**src/fdc_pkg.sv**
```systemverilog
// Constants and types shared by the floppy drive control block.
// Assumes a 32-bit AHB-Lite register bus and one 100 MHz clock.
package fdc_pkg;
  // Register byte offsets
  localparam logic [7:0] OFS_DRIVE_CTL = 8'h00;
  localparam logic [7:0] OFS_FUNC_EN = 8'h04;
  localparam logic [7:0] OFS_RATE_CFG = 8'h08;
  localparam logic [7:0] OFS_RATE_SEL = 8'h0C;
  localparam logic [7:0] OFS_IN_STATUS = 8'h10;
  localparam logic [7:0] OFS_MODE = 8'h14;
  localparam logic [7:0] OFS_SEEK = 8'h18;
  localparam logic [7:0] OFS_XFER = 8'h1C;
  localparam int ADDR_LSB = 2;
  localparam int ADDR_MSB = 7;

  // Field positions
  localparam int DOR_DRIVE_LO = 0;
  localparam int DOR_DMA_GATE = 3;
  localparam int DOR_MOTOR_LO = 4;
  localparam int FER_FOUR_DRIVE = 4;
  localparam int RATE_LO = 0;
  localparam int MODE_DIAG = 3;
  localparam int SEEK_ACTIVE = 0;
  localparam int SEEK_INWARD = 1;
  localparam int SEEK_RW = 2;
  localparam int XFER_REQ = 8;
  localparam int XFER_ACK = 9;
  localparam int XFER_SEEN = 10;
  localparam int STAT_DIAG = 0;
  localparam int STAT_DISK = 7;

  // Reset values
  localparam logic [7:0] DOR_RESET = 8'h00;
  localparam logic [7:0] FER_RESET = 8'h00;
  localparam logic [1:0] RATE_RESET = 2'h0;

  // System modes, one-hot
  typedef enum logic [2:0] {
    MODE_AT = 3'b001,
    MODE_DESK = 3'b010,
    MODE_ALT = 3'b100
  } fdc_mode_t;

  // Drive output control fields
  typedef struct packed {
    logic [3:0] motor;
    logic dmaGate;
    logic ctlEnable;
    logic [1:0] drive;
  } fdc_dor_t;

  // Seek and transfer state from software
  typedef struct packed {
    logic rwActive;
    logic inward;
    logic seekActive;
  } fdc_seek_t;

  // Captured AHB address phase
  typedef struct packed {
    logic valid;
    logic write;
    logic [7:0] addr;
  } fdc_aphase_t;
endpackage

```
**src/fdc_sync2.sv**
```systemverilog
// Two-flop synchroniser for one level from outside the clock domain.
// Assumes the input changes slowly compared to the clock.
`timescale 1ns/1ps
module fdc_sync2 #(
  parameter logic RESET_VAL = 1'b0
) (
  input wire logic clk,
  input wire logic rst,
  input wire logic din,
  output logic dout
);
  logic meta_q;

  // First stage feeds only the second stage
  always_ff @(posedge clk or posedge rst) begin
    if (rst) begin
      meta_q <= RESET_VAL;
      dout <= RESET_VAL;
    end else begin
      meta_q <= din;
      dout <= meta_q;
    end
  end
endmodule

```
**src/fdc_drive_ctl.sv**
```systemverilog
// Floppy drive pin control: step direction, drive selects, rate code,
// disk-change readback and the DMA request/acknowledge handshake.
// Assumes a single AHB-Lite master and raw pins from drive and DMA side.
//
// The address map and register access over AHB-Lite were left to the implementer.
`timescale 1ns/1ps
module fdc_drive_ctl #(
  parameter int COUNT_W = 8
) (
  input wire logic clk,
  input wire logic rst,
  input wire logic hsel,
  input wire logic [31:0] haddr,
  input wire logic [1:0] htrans,
  input wire logic hwrite,
  input wire logic [2:0] hsize,
  input wire logic [31:0] hwdata,
  input wire logic hready,
  output logic [31:0] hrdata,
  output logic hreadyout,
  output logic hresp,
  input wire logic disk_changed_in,
  input wire logic floppy_dma_ack_n,
  output logic stepDirection,
  output logic drive_select0_n,
  output logic drive_select1_n,
  output logic rate_code_out0,
  output logic rate_code_out1,
  output logic read_gate_diag,
  output logic floppy_dma_req,
  output logic dmaStrobeEnable
);
  // Count bits must stay below the request flag in the transfer word
  if (COUNT_W < 1 || COUNT_W > fdc_pkg::XFER_REQ) begin : g_bad_count
    $error("COUNT_W out of range");
  end

  fdc_pkg::fdc_aphase_t aph_q;
  fdc_pkg::fdc_dor_t dor_q;
  fdc_pkg::fdc_seek_t seek_q;
  fdc_pkg::fdc_mode_t mode_q;
  logic [7:0] fer_q;
  logic [1:0] rateCfg_q;
  logic [1:0] rateSel_q;
  logic [1:0] rate_q;
  logic diagSel_q;
  logic [COUNT_W-1:0] count_q;
  logic ackSeen_q;
  logic ackPrev_q;
  logic [31:0] rdata_q;
  logic diskSync;
  logic ackSync;
  logic dmaEnable;
  logic ackActive;
  logic ackEdge;
  logic wrEn;
  logic [7:0] wrOfs;
  logic [31:0] rdMux;
  logic [1:0] selN_d;
  logic stepDir_d;

  // Pins from outside pass two flops first
  fdc_sync2 #(.RESET_VAL(1'b0)) u_disk_sync (
    .clk(clk),
    .rst(rst),
    .din(disk_changed_in),
    .dout(diskSync)
  );

  // Acknowledge idles high
  fdc_sync2 #(.RESET_VAL(1'b1)) u_ack_sync (
    .clk(clk),
    .rst(rst),
    .din(floppy_dma_ack_n),
    .dout(ackSync)
  );

  // Zero wait state slave, always OKAY
  assign hreadyout = 1'b1;
  assign hresp = 1'b0;
  assign hrdata = rdata_q;

  // Capture address phase; hsize is not checked, only words are used
  always_ff @(posedge clk or posedge rst) begin
    if (rst) begin
      aph_q <= '0;
    end else if (hready) begin
      aph_q.valid <= hsel & htrans[1];
      aph_q.write <= hwrite;
      aph_q.addr <= {haddr[fdc_pkg::ADDR_MSB:fdc_pkg::ADDR_LSB], 2'b00};
    end
  end

  assign wrEn = aph_q.valid & aph_q.write;
  assign wrOfs = aph_q.addr;

  // Drive output control register
  always_ff @(posedge clk or posedge rst) begin
    if (rst) begin
      dor_q <= fdc_pkg::DOR_RESET;
    end else if (wrEn && wrOfs == fdc_pkg::OFS_DRIVE_CTL) begin
      dor_q <= hwdata[7:0];
    end
  end

  // Function enable register
  always_ff @(posedge clk or posedge rst) begin
    if (rst) begin
      fer_q <= fdc_pkg::FER_RESET;
    end else if (wrEn && wrOfs == fdc_pkg::OFS_FUNC_EN) begin
      fer_q <= hwdata[7:0];
    end
  end

  // Both rate registers; the latest write steers the pins
  always_ff @(posedge clk or posedge rst) begin
    if (rst) begin
      rateCfg_q <= fdc_pkg::RATE_RESET;
      rateSel_q <= fdc_pkg::RATE_RESET;
      rate_q <= fdc_pkg::RATE_RESET;
    end else if (wrEn && wrOfs == fdc_pkg::OFS_RATE_CFG) begin
      rateCfg_q <= hwdata[fdc_pkg::RATE_LO +: 2];
      rate_q <= hwdata[fdc_pkg::RATE_LO +: 2];
    end else if (wrEn && wrOfs == fdc_pkg::OFS_RATE_SEL) begin
      rateSel_q <= hwdata[fdc_pkg::RATE_LO +: 2];
      rate_q <= hwdata[fdc_pkg::RATE_LO +: 2];
    end
  end

  // Mode register; codes that are not one-hot are ignored
  always_ff @(posedge clk or posedge rst) begin
    if (rst) begin
      mode_q <= fdc_pkg::MODE_AT;
      diagSel_q <= 1'b0;
    end else if (wrEn && wrOfs == fdc_pkg::OFS_MODE) begin
      diagSel_q <= hwdata[fdc_pkg::MODE_DIAG];
      unique case (hwdata[2:0])
        fdc_pkg::MODE_AT: mode_q <= fdc_pkg::MODE_AT;
        fdc_pkg::MODE_DESK: mode_q <= fdc_pkg::MODE_DESK;
        fdc_pkg::MODE_ALT: mode_q <= fdc_pkg::MODE_ALT;
        default: mode_q <= mode_q;
      endcase
    end
  end

  // Seek state written by the sequencer software
  always_ff @(posedge clk or posedge rst) begin
    if (rst) begin
      seek_q <= '0;
    end else if (wrEn && wrOfs == fdc_pkg::OFS_SEEK) begin
      seek_q <= hwdata[2:0];
    end
  end

  // DMA gating by mode
  always_comb begin
    unique case (mode_q)
      fdc_pkg::MODE_AT: dmaEnable = dor_q.dmaGate;
      fdc_pkg::MODE_DESK: dmaEnable = dor_q.dmaGate;
      fdc_pkg::MODE_ALT: dmaEnable = 1'b1;
      default: dmaEnable = 1'b0;
    endcase
  end

  // Ack ignored while disabled, so stray lows during PIO are harmless
  assign ackActive = dmaEnable & ~ackSync;
  assign ackEdge = ackActive & ackPrev_q;

  // Holds the inverted ack level; resets to idle so an ack held low through reset still gives an edge once synchronised
  always_ff @(posedge clk or posedge rst) begin
    if (rst) begin
      ackPrev_q <= 1'b1;
    end else begin
      ackPrev_q <= ~ackActive;
    end
  end

  // Remaining transfers; a software load wins over a decrement
  always_ff @(posedge clk or posedge rst) begin
    if (rst) begin
      count_q <= '0;
    end else if (wrEn && wrOfs == fdc_pkg::OFS_XFER) begin
      count_q <= hwdata[COUNT_W-1:0];
    end else if (ackEdge && count_q != '0) begin
      count_q <= count_q - 1'b1;
    end
  end

  // Sticky ack flag; a new ack beats the write-one clear
  always_ff @(posedge clk or posedge rst) begin
    if (rst) begin
      ackSeen_q <= 1'b0;
    end else if (ackEdge) begin
      ackSeen_q <= 1'b1;
    end else if (wrEn && wrOfs == fdc_pkg::OFS_XFER && hwdata[fdc_pkg::XFER_SEEN]) begin
      ackSeen_q <= 1'b0;
    end
  end

  // Head direction only while seeking
  assign stepDir_d = seek_q.seekActive & seek_q.inward & ~seek_q.rwActive;

  // Drive select decode or encode, active low
  always_comb begin
    selN_d = 2'b11;
    if (fer_q[fdc_pkg::FER_FOUR_DRIVE]) begin
      if (dor_q.motor[dor_q.drive]) begin
        selN_d = ~dor_q.drive;
      end
    end else begin
      selN_d[0] = ~(dor_q.drive == 2'd0 && dor_q.motor[0]);
      selN_d[1] = ~(dor_q.drive == 2'd1 && dor_q.motor[1]);
    end
  end

  // Pins come straight from flops
  always_ff @(posedge clk or posedge rst) begin
    if (rst) begin
      stepDirection <= 1'b0;
      drive_select0_n <= 1'b1;
      drive_select1_n <= 1'b1;
      rate_code_out0 <= 1'b0;
      rate_code_out1 <= 1'b0;
      read_gate_diag <= 1'b0;
      floppy_dma_req <= 1'b0;
      dmaStrobeEnable <= 1'b0;
    end else begin
      stepDirection <= stepDir_d;
      drive_select0_n <= selN_d[0];
      drive_select1_n <= selN_d[1];
      rate_code_out0 <= rate_q[0];
      rate_code_out1 <= rate_q[1];
      read_gate_diag <= diagSel_q & diskSync;
      floppy_dma_req <= dmaEnable & (count_q != '0);
      dmaStrobeEnable <= ackActive;
    end
  end

  // Read mux; unmapped offsets read zero
  always_comb begin
    rdMux = '0;
    unique case ({haddr[fdc_pkg::ADDR_MSB:fdc_pkg::ADDR_LSB], 2'b00})
      fdc_pkg::OFS_DRIVE_CTL: rdMux[7:0] = dor_q;
      fdc_pkg::OFS_FUNC_EN: rdMux[7:0] = fer_q;
      fdc_pkg::OFS_RATE_CFG: rdMux[1:0] = rateCfg_q;
      fdc_pkg::OFS_RATE_SEL: rdMux[1:0] = rateSel_q;
      fdc_pkg::OFS_IN_STATUS: begin
        rdMux[fdc_pkg::STAT_DISK] = ~diagSel_q & diskSync;
        rdMux[fdc_pkg::STAT_DIAG] = diagSel_q & diskSync;
      end
      fdc_pkg::OFS_MODE: rdMux[3:0] = {diagSel_q, mode_q};
      fdc_pkg::OFS_SEEK: rdMux[2:0] = seek_q;
      fdc_pkg::OFS_XFER: begin
        rdMux[COUNT_W-1:0] = count_q;
        rdMux[fdc_pkg::XFER_REQ] = floppy_dma_req;
        rdMux[fdc_pkg::XFER_ACK] = ackActive;
        rdMux[fdc_pkg::XFER_SEEN] = ackSeen_q;
      end
      default: rdMux = '0;
    endcase
  end

  // Read data loaded at the address phase edge, stable in data phase
  always_ff @(posedge clk or posedge rst) begin
    if (rst) begin
      rdata_q <= '0;
    end else if (hready && hsel && htrans[1] && !hwrite) begin
      rdata_q <= rdMux;
    end
  end
endmodule

```
**config.mk**
```make
export PLATFORM = sky130hd
export DESIGN_NAME = fdc_drive_ctl
export DESIGN_NICKNAME = d
export VERILOG_FILES = /design/src/fdc_pkg.sv /design/src/fdc_sync2.sv /design/src/fdc_drive_ctl.sv
export SDC_FILE = /design/constraint.sdc
export NUM_CORES = 1
export LEC_CHECK = 0
export BUFFER_PORTS_ARGS = -buffer_cell sky130_fd_sc_hd__buf_2
export CAP_MARGIN = 10
export CORE_MARGIN = 8
export CORE_UTILIZATION = 29
export CTS_BUF_LIST = sky130_fd_sc_hd__clkbuf_8
export CTS_CLUSTER_DIAMETER = 50
export DETAILED_ROUTE_END_ITERATION = 12
export HOLD_SLACK_MARGIN = 0.15
export MAX_ROUTING_LAYER = met4
export PLACE_DENSITY_LB_ADDON = 0.05
export SLEW_MARGIN = 30
export SYNTH_ARGS = -nofsm -noshare
export SYNTH_HDL_FRONTEND = slang
export SYNTH_HIERARCHICAL = 1
export SYNTH_SLANG_ARGS = --single-unit
```
**constraint.sdc**
```tcl
create_clock -name clk -period 4.3 [get_ports clk]
set_input_delay 1.075 -clock clk [delete_from_list [all_inputs] [get_ports clk]]
set_output_delay 1.075 -clock clk [all_outputs]
set_load 0.01 [all_outputs]
```
==> results of run 1 <==
## power by group
group	leakage, nW	internal (mW)	total (mW)	switching [mW]
logic	0.803	0.107	0.220	0.113
clock network	0.104	0.232	0.481	0.249
registers	0.848	0.747	0.840	0.0932
## worst register-to-register path: cells and delay by family (launching register included)
kind / cells / cell delay [ns]
flip-flops: 1 / 0.38
AND/OR/NAND/NOR: 3 / 1.16
multiplexers: 1 / 0.52
## final cells by class
cell class / instances / area (sq um) / area share
well taps: 147 / 184 / 0.0476
repair buffers: 42 / 213 / 0.0550
clock inverters: 5 / 20.0 / 0.00518
clock buffers: 11 / 151 / 0.0391
inverters: 9 / 33.8 / 0.00874
flip-flops and latches: 70 / 1760 / 0.455
multi-input cells: 213 / 1510 / 0.390
## per-stage QoR
step / cell area (sq um) / setup slack (ns) / instances / utilization
6_report: 3870 / 1.85 / 497 / 0.327
3_3_place_gp: 3690 / 1.43 / 481 / 0.312
2_1_floorplan: 3530 / 1.58 / 329 / -
3_5_place_dp: 3700 / 1.47 / 481 / 0.313
4_1_cts: 3870 / 1.84 / 497 / 0.327
5_1_grt: 3870 / 1.75 / 497 / 0.327
## flip-flops by register name (all words and copies together) (netlist names), 2 cells and up
name and count:
seek_q 3, rate_q 2, dor_q 8, hrdata 11, aph_q 2, rateCfg_q 2
rateSel_q 2, wrOfs 6, mode_q 3, fer_q 8, count_q 8
## per-layer routing
layer,track usage,wire [um],up-vias
met4,0.0322,81,0
li1,-,-,1133
met1,0.144,4050,1166
met2,0.186,4290,51
met3,0.0501,456,8
met5,-,0,-
## final timing paths
| kind | startpoint | to | slack (ns) | depth (start not counted) |
|---|---|---|---|---|
| worst max-delay path | haddr[3] | hrdata[3] | 1.85 | 6 |
| worst min-delay path | u_disk_sync/meta_q | u_disk_sync/dout | 0.35 | 0 |
| worst max register to register | wrOfs[5] | count_q[1] | 2.14 | 4 |
| worst min register to register | u_disk_sync/meta_q | u_disk_sync/dout | 0.35 | 0 |
| max in group asynchronous | rst | wrOfs[2] | 2.55 | 3 |
| min in group asynchronous | rst | u_disk_sync/meta_q | 0.58 | 2 |
## logic make-up after synthesis
family,after synthesis
multiplexers,39
other,2
XOR/XNOR,7
AND/OR/NAND/NOR,90
adder cells (fa/ha/maj),1
AO/OA/AOI/OAI,53
flip-flops,70
buffers and inverters,46
## cells in the mapped netlist (all sizes together) (3+ instances only)
| cell type | n | area, sq um |
|---|---|---|
| dfrtp | 64 | 1600 |
| mux2 | 35 | 394 |
| buf | 27 | 199 |
| nand2 | 26 | 97.6 |
| a21oi | 15 | 75.1 |
| nor2 | 14 | 52.6 |
| o21ai | 12 | 60.1 |
| clkbuf | 10 | 38.8 |
| inv | 9 | 33.8 |
| nand3 | 8 | 40.0 |
| nand4 | 7 | 43.8 |
| a21o | 6 | 45.0 |
| dfstp | 6 | 158 |
| a22oi | 5 | 37.5 |
| and2 | 5 | 31.3 |
| nor3 | 5 | 36.3 |
| xor2 | 5 | 43.8 |
| a31oi | 4 | 25.0 |
| nor3b | 4 | 41.3 |
| or4 | 3 | 26.3 |
## cell usage in the layout, fill, tap and decap left out, drive strengths merged, types with 3 or more instances in the layout
| master | synthesis | layout |
|---|---|---|
| nor3 | 5 | 5 |
| mux2 | 35 | 35 |
| or4 | 3 | 3 |
| a22oi | 5 | 5 |
| nand3 | 8 | 8 |
| clkbuf | 10 | 11 |
| conb | 2 | 23 |
| inv | 9 | 13 |
| and2 | 5 | 5 |
| dfrtp | 64 | 64 |
| o21ai | 12 | 12 |
| a21oi | 15 | 15 |
| nand2 | 26 | 26 |
| a31oi | 4 | 4 |
| nor3b | 4 | 4 |
| buf | 27 | 42 |
| xor2 | 5 | 5 |
| nor2 | 14 | 14 |
| a21o | 6 | 6 |
| nand4 | 7 | 7 |
| dfstp | 6 | 6 |
==> metrics, run 1 <==
1st-iter DRT viols=107; worst setup path category=in2reg; Slew Viols, Final=0; Yosys reg bits=70; final wirelength=8.88 mm; I/O Buffers=41; Hold WC Path Type=reg2reg; postcts setup bufs=0; Worst EP required=4.60 ns; clock slew at reported path FFs=0.07 ns; complex-gate fraction of the synthesized area=0.100; CTS tree=built; Critical Path Start Type=input pin; H-tree level count=3; total track usage=0.121; post-CTS sizing=0; Post-Synth XOR/XNOR Area=0.0178; Final Cycle Share=0.570; CP Max Fanout=9; worst slew pin tran=0.768 ns; row cnt=40; sequential area share after synthesis=0.510; CTS hold repair buffers=0; combinational family with the most area after synthesis=simple AND/OR/NAND/NOR gates; Worst Skew=~0.009 ns; maximum buffer depth of the clock tree=2; core area=11800 sq um; ys async rst share=1.00; Chip Width=about 130 um; outcome=completed; detailed placement HPWL=6.48 mm; Cell Chain, Critical Path=buf_2 > or4_4 > nor3b_4 > a222oi_1 > a22oi_1 > a21o_1; Worst VDD drop=0.203 mV; first drt pass iteration count=4; GRT overflow=0; relative slew slack=0.487; Max Clock Freq=about 0.41 GHz; global-route wire length before repair=about 14 mm; Critical-path top delay cell=or4_4; Final ANT Viol Nets=0; Residual DRC=0; CP top delay family=simple AND/OR/NAND/NOR gates; RSZ-0062 raised after global routing=no; WP buf/inv=1; worst-case hold slack=approximately 0.35 ns; Avg Inst Size Synth=11.2 sq um; power after layout=between 1.5 and 2 mW; clock latency on the worst-skew pair=0.36 ns; final RePlAce weighted congestion=around 0.7; pin count of the biggest net entering global routing=44; TNS Setup=0 ns; DIE AREA=roughly 16000 sq um; Die Y=approximately 130 um; LEAKAGE=1.76 nW; Gate Count Post-Synth=between 300 and 400; crit path DAT=2.75 ns; mux share of post-synthesis cell area=0.133; drt via density=4.74; Starting Density=0.292; Clock Sinks=70; cell area power density=between 300 and 400 nW/um^2; Fin. Hold Viols=0; Area growth syn-to-layout=12.0%; synth warn=6; slowest cell delay on critical path=0.58 ns; via count=2358; Post-synth EDFFs=0; vias in the first global route=2416; Synth Area in Adders=0.00362; initial antenna violation count=0; Distinct cells, synth=55; Primary FF master, synth=dfrtp_1; max cap viols=0; antenna cells=0; I/O pin total=118; layout cells sized above 1=0.226; Worst Setup End Kind=register; nets@finish=422; Filler Cell Count=between 1000 and 1500; CTS buffer count=9; CTS Root Cell=clkbuf_8; cell area after synthesis=between 3000 and 4000 sq um; WL/cell=17.9 um; Simple-Gate Fraction of Synth Area=0.155; fin crit period=2.45 ns; Finish-stage setup viols=0
Note: power is estimated with default switching activity, not from simulation.
==> run 2, diff against run 1 <==
Clock period 4.3 ns to 2.2 ns, I/O delays scaled along.
==> run 2 against run 1 <==
Hold slack lost 0.061 ns. Non-clock buffer count grew 19. Clock power grew 110%. First-iteration DRC count shrank 18%. Power grew 100%. Die area is the same. Clock skew shrank 0.0026 ns. Core utilization grew 1.5 points. Critical path depth shrank 1. Register-to-register slack lost 1.8 ns. Clock-buffer cell count grew 1. Largest power group unchanged.
==> metrics, run 2 (same netlist as run 1, synthesis figures left out) <==
row cnt=40; vias in the first global route=2608; cell area power density=approximately 760 nW/um^2; Final Cycle Share=0.845; Area growth syn-to-layout=17.2%; outcome=completed; GRT overflow=0; RSZ-0062 raised after global routing=no; Die Y=125 um; final RePlAce weighted congestion=0.731; TNS Setup=0 ns; worst setup path category=reg2reg; CP Max Fanout=8; total track usage=0.122; final wirelength=8.91 mm; Worst Setup End Kind=register; antenna cells=0; CTS tree=built; Worst VDD drop=0.269 mV; Register Area=1760 sq um; commonest non-fill, non-tap cell in the layout=dfrtp_1; max FFs per register=11; Final ANT Viol Nets=0; I/O Buffers=41; CTS Root Cell=clkbuf_8; DIE AREA=about 16000 sq um; Finish-stage setup viols=0; detailed placement HPWL=6.50 mm; Slew Viols, Final=0; CP top delay family=simple AND/OR/NAND/NOR gates; Clock Sinks=70; postcts setup bufs=0; initial antenna violation count=0; Max Clock Freq=0.538 GHz; power after layout=3.09 mW; WP buf/inv=1; relative slew slack=0.652; via count=~2400; max cap viols=0; first drt pass iteration count=4; Fin. Hold Viols=0; Chip Width=125 um; WL/cell=17.3 um; area of the multi-input gates=about 1500 sq um; Critical-path top delay cell=or4_1; Starting Density=0.292; post-CTS sizing=0; global-route wire length before repair=around 14 mm; Filler Cell Count=1249; core area=11800 sq um; Worst EP required=2.44 ns; drt via density=4.69; pin count of the biggest net entering global routing=67; CTS buffer count=9; 1st-iter DRT viols=88; slowest cell delay on critical path=0.40 ns; clock slew at reported path FFs=0.08 ns; layout cells sized above 1=0.271; LEAKAGE=1.85 nW; Cell Chain, Critical Path=and4bb_2 > nand2b_1 > or4_1 > buf_4 > mux2_1; crit path DAT=2.10 ns; worst slew pin tran=0.515 ns; maximum buffer depth of the clock tree=2; fin crit period=1.86 ns; Hold WC Path Type=in2reg; commonest cells after routing, fill and taps aside=dfrtp_1 (64), buf_2 (41), mux2_1 (27), nand2_1 (26), conb_1 (23); Critical Path Start Type=register; clock latency on the worst-skew pair=around 0.36 ns; H-tree level count=3; I/O pin total=118; Residual DRC=0; nets@finish=between 400 and 500; Worst Skew=0.00663 ns
run 2: worst paths after layout:
| check | to | depth (start not counted) | slack [ns] | start |
|---|---|---|---|---|
| worst min register to register | u_disk_sync/dout | 0 | 0.35 | u_disk_sync/meta_q |
| worst max-delay path | dor_q[4] | 5 | 0.34 | wrOfs[5] |
| min in group asynchronous | u_disk_sync/meta_q | 3 | 0.61 | rst |
| worst min-delay path | u_ack_sync/meta_q | 1 | 0.29 | floppy_dma_ack_n |
| worst max register to register | dor_q[4] | 5 | 0.34 | wrOfs[5] |
| max in group asynchronous | mode_q[0] | 4 | 1.04 | rst |
run 2: stage by stage:
stage          setup WS, ns  hold slack, ns  cell area [sq um]  std cells  utilization
2_1_floorplan       0.00181           0.291               3530        329            -
3_3_place_gp         0.0311           0.337               3850        499        0.326
6_report              0.342           0.289               4050        516        0.342
5_1_grt               0.252           0.266               4050        516        0.342
3_5_place_dp         0.0227           0.342               3850        499        0.326
4_1_cts               0.320           0.268               4050        516        0.342
run 2: layer usage:
| layer | part of all wire | GRT usage | vias to the layer above |
|---|---|---|---|
| met3 | 0.042 | 0.0408 | 6 |
| met2 | 0.49 | 0.192 | 48 |
| met4 | 0.011 | 0.0387 | 0 |
| met5 | 0 | - | - |
| met1 | 0.46 | 0.145 | 1203 |
| li1 | - | - | 1165 |
run 2: worst register-to-register path: stages (launching register included):
cell	delay, ns
dfrtp_1	0.37
and4bb_2	0.35
nand2b_1	0.10
or4_1	0.40
buf_4	0.20
mux2_1	0.32
run 2: report_power, final:
part           switching (mW)  total (mW)  internal, mW
registers               0.184        1.64          1.46
logic                   0.225       0.447         0.222
clock network           0.508        1.00         0.494
total                   0.917        3.09          2.17
run 2: layout make-up:
| class | instances | share of cell area |
|---|---|---|
| clock buffers | 12 | 0.0408 |
| clock inverters | 4 | 0.00495 |
| well taps | 147 | 0.0455 |
| flip-flops and latches | 70 | 0.435 |
| inverters | 9 | 0.00835 |
| multi-input cells | 213 | 0.371 |
| repair buffers | 61 | 0.0946 |
run 2: repair_timing:
item                                   CTS  global route
endpoints found under the hold margin    2             0
setup endpoints to repair                0             0
hold buffers                             1             0
==> run 3, diff against run 2 <==
Clock period 2.2 ns to 1.5 ns, I/O delays scaled along.
==> run 3 against run 2 <==
The flow now finishes with violations (negative setup slack). Sequential share of layout area decreased by 6.5 points. Clock skew decreased by 0.0013 ns. Combinational power increased to 2.6 times the previous value. Design area increased by 18%. Clock-buffer cell count increased by 1. Register-to-register slack got worse by 0.64 ns. Largest cell class unchanged. Largest power group unchanged.
==> metrics, run 3 (same netlist as run 1, synthesis figures left out) <==
outcome=finished, violations left; failing checks=negative setup slack; GRT overflow=0; Final ANT Viol Nets=0; commonest non-fill, non-tap cell in the layout=dfrtp_1; layout cells sized above 1=0.469; Residual DRC=0; Net Switching=around 1.5 mW; Worst Hold Launch=hwdata[5]; pin count of the biggest net entering global routing=67; Fin. Hold Viols=0; first drt pass iteration count=4; WL/cell=approximately 17 um; RSZ-0062 raised after global routing=yes; Finish-stage setup viols=40; hold path depth=2; PnR worst setup slack=-0.293 ns; crit path DAT=2.03 ns; clock slew at reported path FFs=0.07 ns; max FFs per register=11; Filler Cell Count=roughly 1200; maximum buffer depth of the clock tree=2; fin crit period=1.79 ns; CTS buffer count=9; Worst Skew=roughly 0.0054 ns; Cell Chain, Critical Path=and4bb_2 > nand2b_1 > or4_4 > buf_8 > mux2_1; row cnt=40; nets@finish=494; Chip Width=125 um; final RePlAce weighted congestion=0.743; power after layout=5.02 mW; core area=~12000 sq um; Combinational Power Share=0.231; global-route wire length before repair=15.1 mm; Slew Viols, Final=0; via count=around 2600; R2R depth=5; Seq pwr share=0.475; Sw Share=0.292; Worst VDD drop=between 0.3 and 0.4 mV; worst reg2reg path startpoint=wrOfs[5]; detailed placement HPWL=6.93 mm; slowest cell delay on critical path=around 0.44 ns; antenna cells=0; post-layout util=0.403; LEAKAGE=between 2 and 2.5 nW; destination of the worst hold path=dor_q[5]; CTS tree=built; Clk pwr share=0.294; commonest cells after routing, fill and taps aside=dfrtp_1 (62), buf_4 (57), buf_2 (39), conb_1 (23), nand2_1 (22); I/O pin total=between 100 and 150; Final Cycle Share=1.20; initial antenna violation count=0; Clock Sinks=70; Die Y=125 um; drt via density=approximately 4.6; WP buf/inv=1; max cap viols=0; 1st-iter DRT viols=78; worst reg-to-reg setup slack=-0.29 ns; vias in the first global route=roughly 2800; Starting Density=0.292; post-route cell area=4760 sq um; H-tree level count=3; CP top delay family=simple AND/OR/NAND/NOR gates; clock latency on the worst-skew pair=0.35 ns; Worst Setup End Kind=register; Hold WC Path Type=in2reg; I/O Buffers=around 40; Critical-path top delay cell=or4_4; worst-case hold slack=0.283 ns; total track usage=0.129; Worst EP required=1.74 ns; DIE AREA=15700 sq um; final wirelength=9.49 mm; CTS Root Cell=clkbuf_8; dpl cell area=4170 sq um; Area growth syn-to-layout=38.0%; worst setup path category=reg2reg; Critical Path Start Type=register; Max Clock Freq=around 0.56 GHz; r2r endpoint=dor_q[3]; total internal power=3.56 mW; cell area power density=1050 nW/um^2; CP Max Fanout=8
==> run 3: cell types whose count changed in the layout (fill, tap and decap cells not counted), moves of 4 or more <==
cell and delta:
buf_4 +40, mux2_4 +11, nor2_2 +7, clkinv_2 -4
buf_6 +10, nand2_1 -4, nor2_1 -9, mux2_1 -11
==> run 3: area by class of cell <==
cell class | instances | area [sq um] | area share
clock buffers | 13 | 179 | 0.0376
clock inverters | 3 | 11.3 | 0.00236
inverters | 9 | 37.5 | 0.00788
multi-input cells | 213 | 1740 | 0.365
flip-flops and latches | 70 | 1760 | 0.370
well taps | 147 | 184 | 0.0386
repair buffers | 114 | 851 | 0.179
==> run 3: metrics by stage <==
| stage | std cells | setup slack [ns] | setup TNS [ns] |
|---|---|---|---|
| floorplan | 329 | -0.223 | -4.30 |
| global placement | 538 | -0.409 | -12.64 |
| detailed placement | 538 | -0.448 | -13.03 |
| CTS | 565 | -0.308 | -7.64 |
| global route | 569 | -0.352 | -10.17 |
| finish | 569 | -0.293 | -7.61 |
==> run 3: worst max-delay path by stage <==
stage,from,end,cells after the start
finish,wrOfs[5],dor_q[3],5
global route,wrOfs[5],dor_q[7],5
CTS,wrOfs[7],dor_q[3],5
detailed placement,haddr[7],hrdata[5],7
global placement,haddr[7],hrdata[5],7
floorplan,wrOfs[5],dor_q[0],5
==> run 3: repair_timing <==
action / CTS / global route
hold endpoints to repair: 68 / 0
buffers inserted: 8 / 4
pin swaps: 12 / 22
hold buffers: 3 / 0
resized for setup: 39 / 31
setup endpoints to repair: 40 / 45
==> run 3: power by group through the flow <==
| stage | Clock, mW | Sequential, mW | Combinational (mW) |
|---|---|---|---|
| final | 1.48 | 2.39 | 1.16 |
| after global placement | 0 | 2.39 | 1.04 |
| after global routing | 1.61 | 2.42 | 1.28 |
| after CTS | 1.56 | 2.36 | 1.13 |
| after floorplan | 0 | 2.37 | 0.518 |
| after detailed placement | 0 | 2.38 | 1.05 |
==> run 3: layer usage <==
metal | vias to the layer above | global-route usage | part of all wire
li1 | 1275 | - | -
met1 | 1280 | 0.148 | 0.45
met2 | 44 | 0.208 | 0.50
met3 | 13 | 0.0319 | 0.032
met4 | 0 | 0.0645 | 0.021
met5 | - | - | 0
